### src/gpd_regs.vh
// Register map, field layout and reset values of the GPIO port block.
// Assumes a 9-bit Avalon-MM byte address, 32-bit data, one word per register.
`ifndef GPD_REGS_VH
`define GPD_REGS_VH

// Port and pin counts
`define GPD_NUM_PORTS 5
`define GPD_NUM_PINS 40
`define GPD_PORT_W 8

// Implemented pins per port (unimplemented bits ignore writes, read as zero)
`define GPD_MASK_P0 8'hff
`define GPD_MASK_P1 8'hff
`define GPD_MASK_P2 8'h3f
`define GPD_MASK_P3 8'h3f
`define GPD_MASK_P4 8'hff

// Address layout: byte address [8:6] = port, [5:2] = register
`define GPD_ADDR_W 9
`define GPD_PORT_LSB 6
`define GPD_REG_LSB 2

// Register indexes within a port block (byte offset = 4 * index)
`define GPD_REG_OUT 4'h0
`define GPD_REG_PIN 4'h1
`define GPD_REG_MODE 4'h2
`define GPD_REG_BUF 4'h3
`define GPD_REG_SEL 4'h4
`define GPD_REG_EDGE 4'h5
`define GPD_REG_ISTAT 4'h6
`define GPD_REG_ICLR 4'h7
`define GPD_REG_IEN 4'h8

// Fields of the buffer control register
`define GPD_BUF_IBUF_LSB 0
`define GPD_BUF_OBUF_LSB 8
`define GPD_BUF_LVTTL_BIT 16
`define GPD_BUF_SLOW_BIT 17

// Drive modes (3 bits per pin)
`define GPD_DM_ANALOG 3'h0
`define GPD_DM_INPUT 3'h1
`define GPD_DM_RES_UP 3'h2
`define GPD_DM_RES_DOWN 3'h3
`define GPD_DM_OD_LOW 3'h4
`define GPD_DM_OD_HIGH 3'h5
`define GPD_DM_STRONG 3'h6
`define GPD_DM_WEAK 3'h7

// Edge selection (2 bits per pin)
`define GPD_EDGE_NONE 2'h0
`define GPD_EDGE_RISE 2'h1
`define GPD_EDGE_FALL 2'h2
`define GPD_EDGE_BOTH 2'h3

// Output source select (2 bits per pin): data register or alternate 1..3
`define GPD_SRC_DATA 2'h0
`define GPD_SRC_ALT1 2'h1
`define GPD_SRC_ALT2 2'h2
`define GPD_SRC_ALT3 2'h3

// Reset values
`define GPD_RST_WORD 32'h00000000
`endif

### src/gpd_pad.v
// One pin cell: drive-mode decode, buffer gating, registered pad controls,
// and a two-stage input synchroniser. Assumes pad inputs may be asynchronous.
`timescale 1ns/10ps
`include "gpd_regs.vh"
module gpd_pad (
  input wire clk,
  input wire rst,
  input wire [2:0] mode,
  input wire dout,
  input wire ibuf_en,
  input wire obuf_en,
  input wire lvttl,
  input wire slow,
  input wire pad_in,
  output reg pad_out,
  output reg pad_oe,
  output reg pad_weak,
  output reg pad_ie,
  output reg pad_lvttl,
  output reg pad_slow,
  output reg sync_lvl,
  output reg sync_prev
);
  reg sync_meta;
  reg next_oe;
  reg next_weak;

  // Drive decode: which levels are driven, and how strongly
  always @* begin
    next_oe = 1'b0;
    next_weak = 1'b0;
    case (mode)
      `GPD_DM_ANALOG: next_oe = 1'b0;
      `GPD_DM_INPUT: next_oe = 1'b0;
      `GPD_DM_RES_UP: begin
        next_oe = 1'b1;
        next_weak = dout;
      end
      `GPD_DM_RES_DOWN: begin
        next_oe = 1'b1;
        next_weak = ~dout;
      end
      `GPD_DM_OD_LOW: next_oe = ~dout;
      `GPD_DM_OD_HIGH: next_oe = dout;
      `GPD_DM_STRONG: next_oe = 1'b1;
      `GPD_DM_WEAK: begin
        next_oe = 1'b1;
        next_weak = 1'b1;
      end
      default: next_oe = 1'b0;
    endcase
  end

  // Pad control registers; reset leaves the pin fully disabled
  always @(posedge clk) begin
    if (rst) begin
      pad_out <= 1'b0;
      pad_oe <= 1'b0;
      pad_weak <= 1'b0;
      pad_ie <= 1'b0;
      pad_lvttl <= 1'b0;
      pad_slow <= 1'b0;
    end else begin
      pad_out <= dout;
      pad_oe <= next_oe & obuf_en;
      pad_weak <= next_weak & next_oe & obuf_en;
      pad_ie <= ibuf_en & (mode != `GPD_DM_ANALOG);
      pad_lvttl <= lvttl;
      pad_slow <= slow;
    end
  end

  // Two-stage synchroniser, then one delayed copy for edge detection
  always @(posedge clk) begin
    if (rst) begin
      sync_meta <= 1'b0;
      sync_lvl <= 1'b0;
      sync_prev <= 1'b0;
    end else begin
      sync_meta <= pad_in;
      sync_lvl <= sync_meta;
      sync_prev <= sync_lvl;
    end
  end
endmodule

### src/gpd_port.v
// GPIO port block: five 8-bit ports, register file on Avalon-MM, pin cells,
// per-pin edge interrupts and one interrupt line per port.
// Assumes a single clock, synchronous active-high reset, pads outside.
`timescale 1ns/10ps
`include "gpd_regs.vh"
module gpd_port (
  input wire clk,
  input wire rst,
  input wire [8:0] avs_address,
  input wire avs_read,
  input wire avs_write,
  input wire [31:0] avs_writedata,
  output reg [31:0] avs_readdata,
  output reg avs_waitrequest,
  input wire [39:0] alt1_out,
  input wire [39:0] alt2_out,
  input wire [39:0] alt3_out,
  input wire [39:0] pad_in,
  output wire [39:0] pad_out,
  output wire [39:0] pad_oe,
  output wire [39:0] pad_weak,
  output wire [39:0] pad_ie,
  output wire [39:0] pad_lvttl,
  output wire [39:0] pad_slow,
  output reg [4:0] irq
);
  // Software-visible state, packed per pin (lvttl_sel and slow_sel per port)
  reg [39:0] out_data;
  reg [119:0] drive_mode;
  reg [39:0] ibuf_en;
  reg [39:0] obuf_en;
  reg [4:0] lvttl_sel;
  reg [4:0] slow_sel;
  reg [79:0] src_sel;
  reg [79:0] edge_sel;
  reg [39:0] int_en;
  reg [39:0] int_stat;
  reg [31:0] next_rdata;
  reg [39:0] drive_bit;
  wire [39:0] sync_lvl;
  wire [39:0] sync_prev;
  wire [39:0] pin_event;
  wire [2:0] port_idx;
  wire [3:0] reg_idx;
  wire port_ok;
  wire wr_go;
  wire [23:0] pair_mask;
  integer k;
  integer j;
  integer n;

  // Implemented-pin mask of a port
  function [7:0] port_mask;
    input [2:0] p;
    begin
      case (p)
        3'h0: port_mask = `GPD_MASK_P0;
        3'h1: port_mask = `GPD_MASK_P1;
        3'h2: port_mask = `GPD_MASK_P2;
        3'h3: port_mask = `GPD_MASK_P3;
        3'h4: port_mask = `GPD_MASK_P4;
        default: port_mask = 8'h00;
      endcase
    end
  endfunction

  // Widens a pin mask to a field mask of w bits per pin (w is 2 or 3)
  function [23:0] field_mask;
    input [7:0] m;
    input [1:0] w;
    integer i;
    begin
      field_mask = 24'h000000;
      for (i = 0; i < 8; i = i + 1) begin
        if (m[i]) begin
          if (w == 2'h3) begin
            field_mask[i*3 +: 3] = 3'h7;
          end else begin
            field_mask[i*2 +: 2] = 2'h3;
          end
        end
      end
    end
  endfunction

  // Address decode
  assign port_idx = avs_address[`GPD_PORT_LSB +: 3];
  assign reg_idx = avs_address[`GPD_REG_LSB +: 4];
  assign port_ok = (port_idx < `GPD_NUM_PORTS);
  assign wr_go = avs_write & ~avs_waitrequest & port_ok;
  // Two-bit-per-pin write mask of the addressed port
  assign pair_mask = field_mask(port_mask(port_idx), 2'h2);

  // Output source mux per pin
  always @* begin
    drive_bit = 40'h0000000000;
    for (k = 0; k < 40; k = k + 1) begin
      case (src_sel[k*2 +: 2])
        `GPD_SRC_DATA: drive_bit[k] = out_data[k];
        `GPD_SRC_ALT1: drive_bit[k] = alt1_out[k];
        `GPD_SRC_ALT2: drive_bit[k] = alt2_out[k];
        `GPD_SRC_ALT3: drive_bit[k] = alt3_out[k];
        default: drive_bit[k] = out_data[k];
      endcase
    end
  end

  // One pin cell per bit position; unimplemented cells stay in analog mode
  genvar g;
  generate
    for (g = 0; g < 40; g = g + 1) begin : pin
      gpd_pad u_pad (
        .clk(clk),
        .rst(rst),
        .mode(drive_mode[g*3 +: 3]),
        .dout(drive_bit[g]),
        .ibuf_en(ibuf_en[g]),
        .obuf_en(obuf_en[g]),
        .lvttl(lvttl_sel[g/8]),
        .slow(slow_sel[g/8]),
        .pad_in(pad_in[g]),
        .pad_out(pad_out[g]),
        .pad_oe(pad_oe[g]),
        .pad_weak(pad_weak[g]),
        .pad_ie(pad_ie[g]),
        .pad_lvttl(pad_lvttl[g]),
        .pad_slow(pad_slow[g]),
        .sync_lvl(sync_lvl[g]),
        .sync_prev(sync_prev[g])
      );
      // Edge detection on synchronised level while the input buffer is on
      assign pin_event[g] = pad_ie[g] & (
        (edge_sel[g*2] & sync_lvl[g] & ~sync_prev[g]) |
        (edge_sel[g*2+1] & ~sync_lvl[g] & sync_prev[g]));
    end
  endgenerate

  // Read data selection
  always @* begin
    next_rdata = 32'h00000000;
    if (port_ok) begin
      case (reg_idx)
        `GPD_REG_OUT: next_rdata = {24'h000000, out_data[port_idx*8 +: 8]};
        `GPD_REG_PIN: next_rdata = {24'h000000, sync_lvl[port_idx*8 +: 8] & pad_ie[port_idx*8 +: 8]};
        `GPD_REG_MODE: next_rdata = {8'h00, drive_mode[port_idx*24 +: 24]};
        `GPD_REG_BUF: next_rdata = {14'h0000, slow_sel[port_idx], lvttl_sel[port_idx],
                                    obuf_en[port_idx*8 +: 8], ibuf_en[port_idx*8 +: 8]};
        `GPD_REG_SEL: next_rdata = {16'h0000, src_sel[port_idx*16 +: 16]};
        `GPD_REG_EDGE: next_rdata = {16'h0000, edge_sel[port_idx*16 +: 16]};
        `GPD_REG_ISTAT: next_rdata = {24'h000000, int_stat[port_idx*8 +: 8]};
        `GPD_REG_IEN: next_rdata = {24'h000000, int_en[port_idx*8 +: 8]};
        default: next_rdata = 32'h00000000;
      endcase
    end
  end

  // Bus handshake: one wait cycle, then the request completes
  always @(posedge clk) begin
    if (rst) begin
      avs_waitrequest <= 1'b1;
      avs_readdata <= `GPD_RST_WORD;
    end else if ((avs_read | avs_write) & avs_waitrequest) begin
      avs_waitrequest <= 1'b0;
      avs_readdata <= avs_read ? next_rdata : 32'h00000000;
    end else begin
      avs_waitrequest <= 1'b1;
    end
  end

  // Configuration registers; writes touch only implemented pins
  always @(posedge clk) begin
    if (rst) begin
      out_data <= 40'h0000000000;
      drive_mode <= 120'h0;
      ibuf_en <= 40'h0000000000;
      obuf_en <= 40'h0000000000;
      lvttl_sel <= 5'h00;
      slow_sel <= 5'h00;
      src_sel <= 80'h0;
      edge_sel <= 80'h0;
      int_en <= 40'h0000000000;
    end else if (wr_go) begin
      case (reg_idx)
        `GPD_REG_OUT: out_data[port_idx*8 +: 8] <= avs_writedata[7:0] & port_mask(port_idx);
        `GPD_REG_MODE: drive_mode[port_idx*24 +: 24] <=
          avs_writedata[23:0] & field_mask(port_mask(port_idx), 2'h3);
        `GPD_REG_BUF: begin
          ibuf_en[port_idx*8 +: 8] <= avs_writedata[`GPD_BUF_IBUF_LSB +: 8] & port_mask(port_idx);
          obuf_en[port_idx*8 +: 8] <= avs_writedata[`GPD_BUF_OBUF_LSB +: 8] & port_mask(port_idx);
          lvttl_sel[port_idx] <= avs_writedata[`GPD_BUF_LVTTL_BIT];
          slow_sel[port_idx] <= avs_writedata[`GPD_BUF_SLOW_BIT];
        end
        `GPD_REG_SEL: src_sel[port_idx*16 +: 16] <= avs_writedata[15:0] & pair_mask[15:0];
        `GPD_REG_EDGE: edge_sel[port_idx*16 +: 16] <= avs_writedata[15:0] & pair_mask[15:0];
        `GPD_REG_IEN: int_en[port_idx*8 +: 8] <= avs_writedata[7:0] & port_mask(port_idx);
        default: out_data <= out_data;
      endcase
    end
  end

  // Sticky status: a new event wins over a same-cycle write-one clear
  always @(posedge clk) begin
    if (rst) begin
      int_stat <= 40'h0000000000;
    end else begin
      for (j = 0; j < 40; j = j + 1) begin
        if (pin_event[j]) begin
          int_stat[j] <= 1'b1;
        end else if (wr_go && reg_idx == `GPD_REG_ICLR && port_idx == j / 8 && avs_writedata[j % 8]) begin
          int_stat[j] <= 1'b0;
        end
      end
    end
  end

  // One request line per port, high while any enabled status bit is set
  always @(posedge clk) begin
    if (rst) begin
      irq <= 5'h00;
    end else begin
      for (n = 0; n < 5; n = n + 1) begin
        irq[n] <= |(int_stat[n*8 +: 8] & int_en[n*8 +: 8]);
      end
    end
  end
endmodule

### config.mk
export PLATFORM = sky130hd
export DESIGN_NAME = gpd_port
export DESIGN_NICKNAME = d
export VERILOG_FILES = /design/src/gpd_pad.v /design/src/gpd_port.v
export VERILOG_INCLUDE_DIRS = /design/src
export SDC_FILE = /design/constraint.sdc
export NUM_CORES = 2
export LEC_CHECK = 0
export BUFFER_PORTS_ARGS = -buffer_cell sky130_fd_sc_hd__clkbuf_2
export CAP_MARGIN = 20
export CELL_PAD_IN_SITES_DETAIL_PLACEMENT = 1
export CELL_PAD_IN_SITES_GLOBAL_PLACEMENT = 2
export CORE_MARGIN = 2
export CORE_UTILIZATION = 32
export CTS_CLUSTER_SIZE = 20
export DETAILED_ROUTE_END_ITERATION = 6
export PLACE_DENSITY_LB_ADDON = 0.1
export SLEW_MARGIN = 15
export SYNTH_ARGS = -nofsm -noshare
export SYNTH_HDL_FRONTEND = slang
export SYNTH_SLANG_ARGS = --single-unit
### constraint.sdc
create_clock -name clk -period 4.6 [get_ports clk]
set_input_delay 0.23 -clock clk [delete_from_list [all_inputs] [get_ports clk]]
set_output_delay 0.23 -clock clk [all_outputs]
set_load 0.01 [all_outputs]
* Word level (Yosys, flattened, before mapping)
Index checks and enable logic that the tools add are counted.
** Cells by class
- Add/sub/neg operators :: 3
- Multipliers :: 1
- Div/mod/pow operators :: 0
- Order comparisons :: 3
- Eq/ne operators :: 412
- Shifts and indexed selects :: 19
- Muxes and demuxes :: 281
- Bitwise logic cells :: 537
- Reductions and logical operators :: 302
** Operator list (number)
- 3-bit equality test (second input constant) :: 161
- 1-bit bitwise AND :: 363
- 1-bit case mux with 4 select lines :: 80
- 40-bit by 7-bit indexed part select with 8-bit output :: 7
- 3-bit by 2-bit equality test with 1-bit output (second input constant) :: 82
- 24-bit case mux with 8 select lines :: 1
- 40-bit bitwise mux :: 4
- 80-bit bitwise mux :: 2
- 2-bit equality test (second input constant) :: 80
- 4-bit OR reduction :: 40
- 8-bit by 34-bit indexed part select with 40-bit output :: 4
- 80-bit by 8-bit indexed part select with 16-bit output :: 2
- 3-bit by 1-bit equality test with 1-bit output (second input constant) :: 41
- 3-bit logical NOT :: 41
- 1-bit NOT :: 121
- 120-bit bitwise mux :: 1
- 1-bit case mux with 3 select lines :: 40
- 3-bit nonzero test :: 40
- 24-bit by 34-bit variable shift with 120-bit output (first input constant) :: 1
- 120-bit by 9-bit indexed part select with 24-bit output :: 1
- 24-bit by 34-bit indexed part select with 120-bit output :: 1
- 8-bit 2-to-1 mux :: 12
- 1-bit 2-to-1 mux :: 84
- 2-bit OR reduction :: 41
- other kinds (36) :: 308
** Storage, ports and cells
- Register bits after elaboration :: 818
- Latch bits :: 0
- RAM bits :: 0
- Bits in read-only memories :: 0
- Input bits :: 205
- Output and inout port bits :: 278
- Word-level logic and storage cells :: 1900
- Memories :: 0

* Longest topological paths before layout
- Word-level depth :: 24
- Mapped depth :: 17
- Gate-level depth less buffers :: 12

* Modules after synthesis
A second synthesis with hierarchy kept.
** Second synthesis, totals
- Cells, all modules :: 4283
- Area total of the unflattened synthesis :: 38448.1 sq um
** Modules (own cells, without submodules)
- gpd_port :: instances 1, cells each 3363, area each 27187.3 sq um, sequential area each 10410.0 sq um
- gpd_pad :: instances 40, cells each 23, area each 281.5 sq um, sequential area each 180.2 sq um

* Worst setup path before layout
No wires, ideal clock.
- Path kind :: input to register
- From :: input avs_address[8]
- To :: register drive_mode[16]
- Setup time :: 0.088 ns
- Data arrival time :: 4.374 ns
- Data required time :: 4.512 ns
- Path slack :: 0.138 ns
- Stages on the path :: 17
- Path buffers :: 6
- Cell sequence :: buf_4 > buf_1 > inv_2 > buf_1 > fa_1 > buf_2 > inv_1 > nor3_1 > ha_1 > buf_4 > or4b_4 > nor4_4 > nand4_4 > o21ai_4 > buf_6 > nand2_1 > o32ai_2
** Between the ends
- Word-level cells in the longest chain between the ends :: 17
- Elaborated cells between the ends (all ways) :: 61
- Classes of those cells :: 1 x add/sub; 1 x mul; 1 x order compare; 4 x eq/ne; 2 x shift; 46 x mux; 2 x bitwise; 4 x reduce/logical
** RTL lines
- start, declared :: line gpd_port.v:9 : input wire [8:0] avs_address,
- 3-bit by 1-bit equality test with 1-bit output (tied with other cells) :: line gpd_port.v:56 : case (p)
- 3-bit OR reduction (no line) / 2-bit OR reduction (equally long branches)
- 8-bit case mux with 2 select lines :: line gpd_port.v:56
- 8-bit 2-to-1 mux :: line gpd_port.v:183 : case (reg_idx)
- 8-bit 2-to-1 mux :: line gpd_port.v:182 : end else if (wr_go) begin
- 8-bit 2-to-1 mux :: line gpd_port.v:172 : if (rst) begin
- 3-bit 2-to-1 mux / 4-bit 2-to-1 mux (equally long branches) :: line gpd_port.v:75 : if (m[i]) begin
- 3-bit 2-to-1 mux / 4-bit 2-to-1 mux (equally long branches) :: line gpd_port.v:183
- 3-bit 2-to-1 mux / 4-bit 2-to-1 mux (equally long branches) :: line gpd_port.v:182
- 3-bit 2-to-1 mux / 4-bit 2-to-1 mux (equally long branches) :: line gpd_port.v:172
- 4-bit 2-to-1 mux / 5-bit 2-to-1 mux (equally long branches) :: line gpd_port.v:75
- 4-bit 2-to-1 mux / 5-bit 2-to-1 mux (equally long branches) :: line gpd_port.v:183
- 4-bit 2-to-1 mux / 5-bit 2-to-1 mux (equally long branches) :: line gpd_port.v:182
- 4-bit 2-to-1 mux / 5-bit 2-to-1 mux (equally long branches) :: line gpd_port.v:172
- 24-bit bitwise AND :: line gpd_port.v:186 : avs_writedata[23:0] & field_mask(port_mask(port_idx), 2'h3);
- 24-bit by 34-bit indexed part select with 120-bit output :: line gpd_port.v:185 : `GPD_REG_MODE: drive_mode[port_idx*24 +: 24] <=
- 120-bit bitwise mux :: line gpd_port.v:185
- end signal, assigned by index :: line gpd_port.v:185
- end, declared :: line gpd_port.v:29 : reg [119:0] drive_mode;
Parallel ways exist; a longest one is shown, timed or not. The select of a mux whose other input is x is not followed.
A chain may end at the register's enable or synchronous reset.

* Final worst setup path
- From :: input avs_address[7]
- To :: register drive_mode[54]
Same word-level chain as after synthesis.

==> flow_summary.yaml <==
outcome:
  status: "finished, final reports clean"
worst_setup_path:
  critPathTopFamily: "adder cells"
  cp.arrival_ns: 4.11
  path_cells: "buf_2 > ha_1 > inv_1 > fa_1 > buf_4 > ha_1 > nor2b_1 > buf_4 > or3_1 > a211o_1 > nor2_1 > nor2_1 > a211oi_1"
  critPathCaptureType: "flop"
  crit_path_top_delay_cell: "nor2_1"
  r2r-end: "int_stat[26]"
  cp.required_ns: 5.19
  critPathBufInv: 4
  r2r_slack_ns: 1.50
  worst-setup-path-type: "in -> reg"
  cpPeakStageDelay_ns: 0.66
  worstPathMaxFanout: 13
  r2r-start: "avs_waitrequest"
  cp-start-kind: "primary input"
  reg2reg_depth: 6
final_layout:
  drive_gt1_frac: 0.191
  nets: 4829
  syn2layout_area_growth_pct: 15.9
  fillers: 13800
  multiInputGateArea_sq_um: 18800
  final-seq-area_sq_um: 16200
global_routing:
  grt.total_usage: 0.345
  grt_pass1_vias: 34300
  met3_usage: 0.0681
  grt_start_max_net_pins: 165
  overflow: 0
  grt.met1_usage: 0.470
  antenna_found_initial: 16
  met2_usage: 0.521
  grt_pass1_wl_um: 290000
  busiest_layer: "met2"
hold_path:
  hold_depth: 3
  min-delay-start: "alt3_out[18]"
  hp-class: "in -> reg"
  holdPathEnd: "pin[18].u_pad.pad_out"
clock_tree:
  clk_pin_slew_worst_paths_ns: 0.06
  cts-htree-levels: 3
  post_cts_buffers: 0
  cts_tree: "yes"
  numCtsBuffers: 95
  cts_buffer_depth: 3
  clock_latency_ns: 0.70
  clock_sinks: 810
  cts-root-buf: "clkbuf_16"
synthesis:
  synthFlopType: "dfxtp_1"
  synth_xor_area_frac: 0.0200
  synth_area_sq_um: 38100
  synth_fa_ha_area_frac: 0.00546
  synthSimpleGateAreaFrac: 0.210
  synthMuxAreaShare: 0.0767
  yosysWarnings: 0
  synth_compound_area_frac: 0.179
  synth_area_per_cell_sq_um: 8.67
  synth_top_family_by_area: "simple AND/OR/NAND/NOR gates"
  syn_inst: 4391
  ys_types: 95
  ys_ff_latch: 810
  ys_seq_area_frac: 0.426
  synth_edf_count: 0
  synth-async-reset-ratio: 0
pwr:
  pwr-share-comb: 0.084
  peakVddDrop_uv: 298
  clkPwrFrac: 0.480
  p_sw_w: 0.00428
  power_leakage_nw: 16.2
  total_power_w: 0.0163
  power_density_nw_per_um2: 368
  pwr-share-seq: 0.436
  swShare: 0.263
  p_int_w: 0.0120
timing:
  finalSetupViolations: 0
  tightest_slew_ns: 1.11
  rsz0062_at_grt: "false"
  tns_ns: 0
  drv_slew: 0
  finalCritPeriodShare: 0.766
  max_freq_ghz: 0.284
  maxSlewHeadroom: 0.260
  period_minus_slack_ns: 3.52
  hold_viol: 0
  skew_ns: 0.0286
detailed_routing:
  detail_route.wl_per_cell_um: 34.7
  viasPerCell: 5.79
  wl_um: 216000
  ant_nets: 0
  drt-initial-drc-count: 3764
  drt-pass1-iter-count: 6
  drc: 0
  vias: 36000
placement:
  gp_congestion: 1.01
  dp_hpwl_um: 167000
  io_buffer_count: 464
floorplan:
  die_h_um: 349
  die_x_um: 349
  ios: 483
  initial_core_util: 0.322
  row_count: 126
  core_sq_um: 118000
  dieArea_sq_um: 122000
job:
  maxCapViolations: 0
-- state kept, by name (all words and copies together) (netlist names) --
register and cells:
pin.u_pad.pad_lvttl 5, int_stat 40, lvttl_sel 5, slow_sel 5, edge_sel 80, src_sel 80, pin.u_pad.pad_weak 40, pin.u_pad.pad_slow 5
pin.u_pad.pad_out 40, pin.u_pad.sync_meta 40, out_data 40, avs_readdata 24, pin.u_pad.sync_prev 40, irq 5, obuf_en 40, avs_waitrequest 1
int_en 40, drive_mode 120, ibuf_en 40, pin.u_pad.sync_lvl 40, pin.u_pad.pad_oe 40, pin.u_pad.pad_ie 40
-- worst max-delay path by stage --
stage,endpoint,from,depth (start not counted),slack (ns)
after floorplan,drive_mode[16],avs_address[8],17,0.14
after global placement,drive_mode[118],avs_address[7],13,0.48
after detailed placement,drive_mode[117],avs_address[7],13,0.46
after CTS,drive_mode[117],avs_address[7],13,1.18
after global routing,drive_mode[118],avs_address[7],12,0.88
final,drive_mode[54],avs_address[7],13,1.08
-- power by group through the flow --
stage | logic (W) | registers (W) | clock network [W]
2_1_floorplan | 0.000634 | 0.00723 | 0
3_3_place_gp | 0.00129 | 0.00725 | 0
3_5_place_dp | 0.00129 | 0.00725 | 0
4_1_cts | 0.00132 | 0.00709 | 0.00791
5_1_grt | 0.00140 | 0.00709 | 0.00819
6_report | 0.00137 | 0.00709 | 0.00780
-- layout make-up --
type	count	share of cell area
timing repair buffer	657	0.0897
multi-input combinational	3019	0.426
sequential	810	0.367
tap	1536	0.0435
antenna	3	0.000170
inverter	25	0.00218
clock inverter	26	0.00686
clock buffer	145	0.0641
-- metal layers --
layer | vias to the layer above | part of all wire
met2 | 1699 | 0.43
met1 | 18200 | 0.44
met5 | - | 0.00011
met4 | 4 | 0.055
met3 | 357 | 0.077
li1 | 15800 | -
-- what timing repair did --
| action | CTS | global route |
|---|---|---|
| endpoints found under the hold margin | 87 | 0 |
| hold buffers | 44 | 0 |
| resized for setup | 0 | 0 |
-- cell families after synthesis --
kind of cell    after synthesis
compound gates             1069
xor+xnor                     86
fa+ha+maj                    16
buf+inv                     569
flops                       810
mux                         203
other cells                   1
simple gates               1637
-- cell usage after synthesis, types with 24 or more instances --
master,count,area share
buf_4,256,0.050
nor2_1,479,0.047
nand3b_1,40,0.0079
mux2i_1,122,0.032
buf_1,37,0.0036
o311a_1,41,0.011
inv_1,24,0.0024
buf_2,32,0.0042
nor3_1,24,0.0032
and4_1,42,0.0097
a22oi_1,109,0.021
nand2b_1,58,0.0095
nor3b_1,44,0.0087
nand2_1,492,0.049
clkbuf_1,215,0.021
xnor2_1,84,0.019
nand3_1,168,0.022
dfxtp_1,810,0.43
a21oi_1,452,0.059
nor2b_1,139,0.023
o22ai_1,31,0.0051
mux4_2,70,0.041
a211oi_1,41,0.0081
and2_1,45,0.0074
o21ai_0,164,0.022
o211ai_1,27,0.0053
-- worst reg2reg max path, stage by stage, from the launching register on --
cell     delay (ns)
dfxtp_1        0.45
nor2b_1        0.43
nand2_1        0.30
nor4_1         0.73
nand2_1        0.59
o21ai_0        0.36
a21oi_1        0.10
-- through the flow --
step / hold slack, ns / cells / util / cell area, sq um / setup slack, ns
global placement: 0.416 / 6002 / 0.343 / 40500 / 0.483
finish: 0.103 / 6221 / 0.374 / 44100 / 1.08
floorplan: 0.358 / 4398 / - / 38100 / 0.138
global route: 0.102 / 6218 / 0.374 / 44100 / 0.885
detailed placement: 0.426 / 6002 / 0.343 / 40500 / 0.464
CTS: 0.0658 / 6217 / 0.374 / 44100 / 1.18
-- placed cells by master (no fill, tap or decap), types with 19 or more instances in the layout --
| cell type | n |
|---|---|
| a211oi_1 | 40 |
| a21oi_1 | 452 |
| a22oi_1 | 109 |
| a31oi_1 | 23 |
| and2_1 | 45 |
| and4_1 | 42 |
| buf_4 | 144 |
| clkbuf_1 | 28 |
| clkbuf_16 | 99 |
| clkbuf_2 | 461 |
| dfxtp_1 | 810 |
| dlygate4sd3_1 | 44 |
| inv_1 | 23 |
| mux2i_1 | 122 |
| mux4_2 | 70 |
| nand2_1 | 492 |
| nand2b_1 | 58 |
| nand3_1 | 168 |
| nand3b_1 | 40 |
| nand4_1 | 19 |
| nor2_1 | 479 |
| nor2b_1 | 139 |
| nor3_1 | 21 |
| nor3b_1 | 44 |
| o211ai_1 | 27 |
| o21ai_0 | 163 |
| o22ai_1 | 31 |
| o311a_1 | 41 |
| xnor2_1 | 84 |
(Power assumes the default switching activity.)
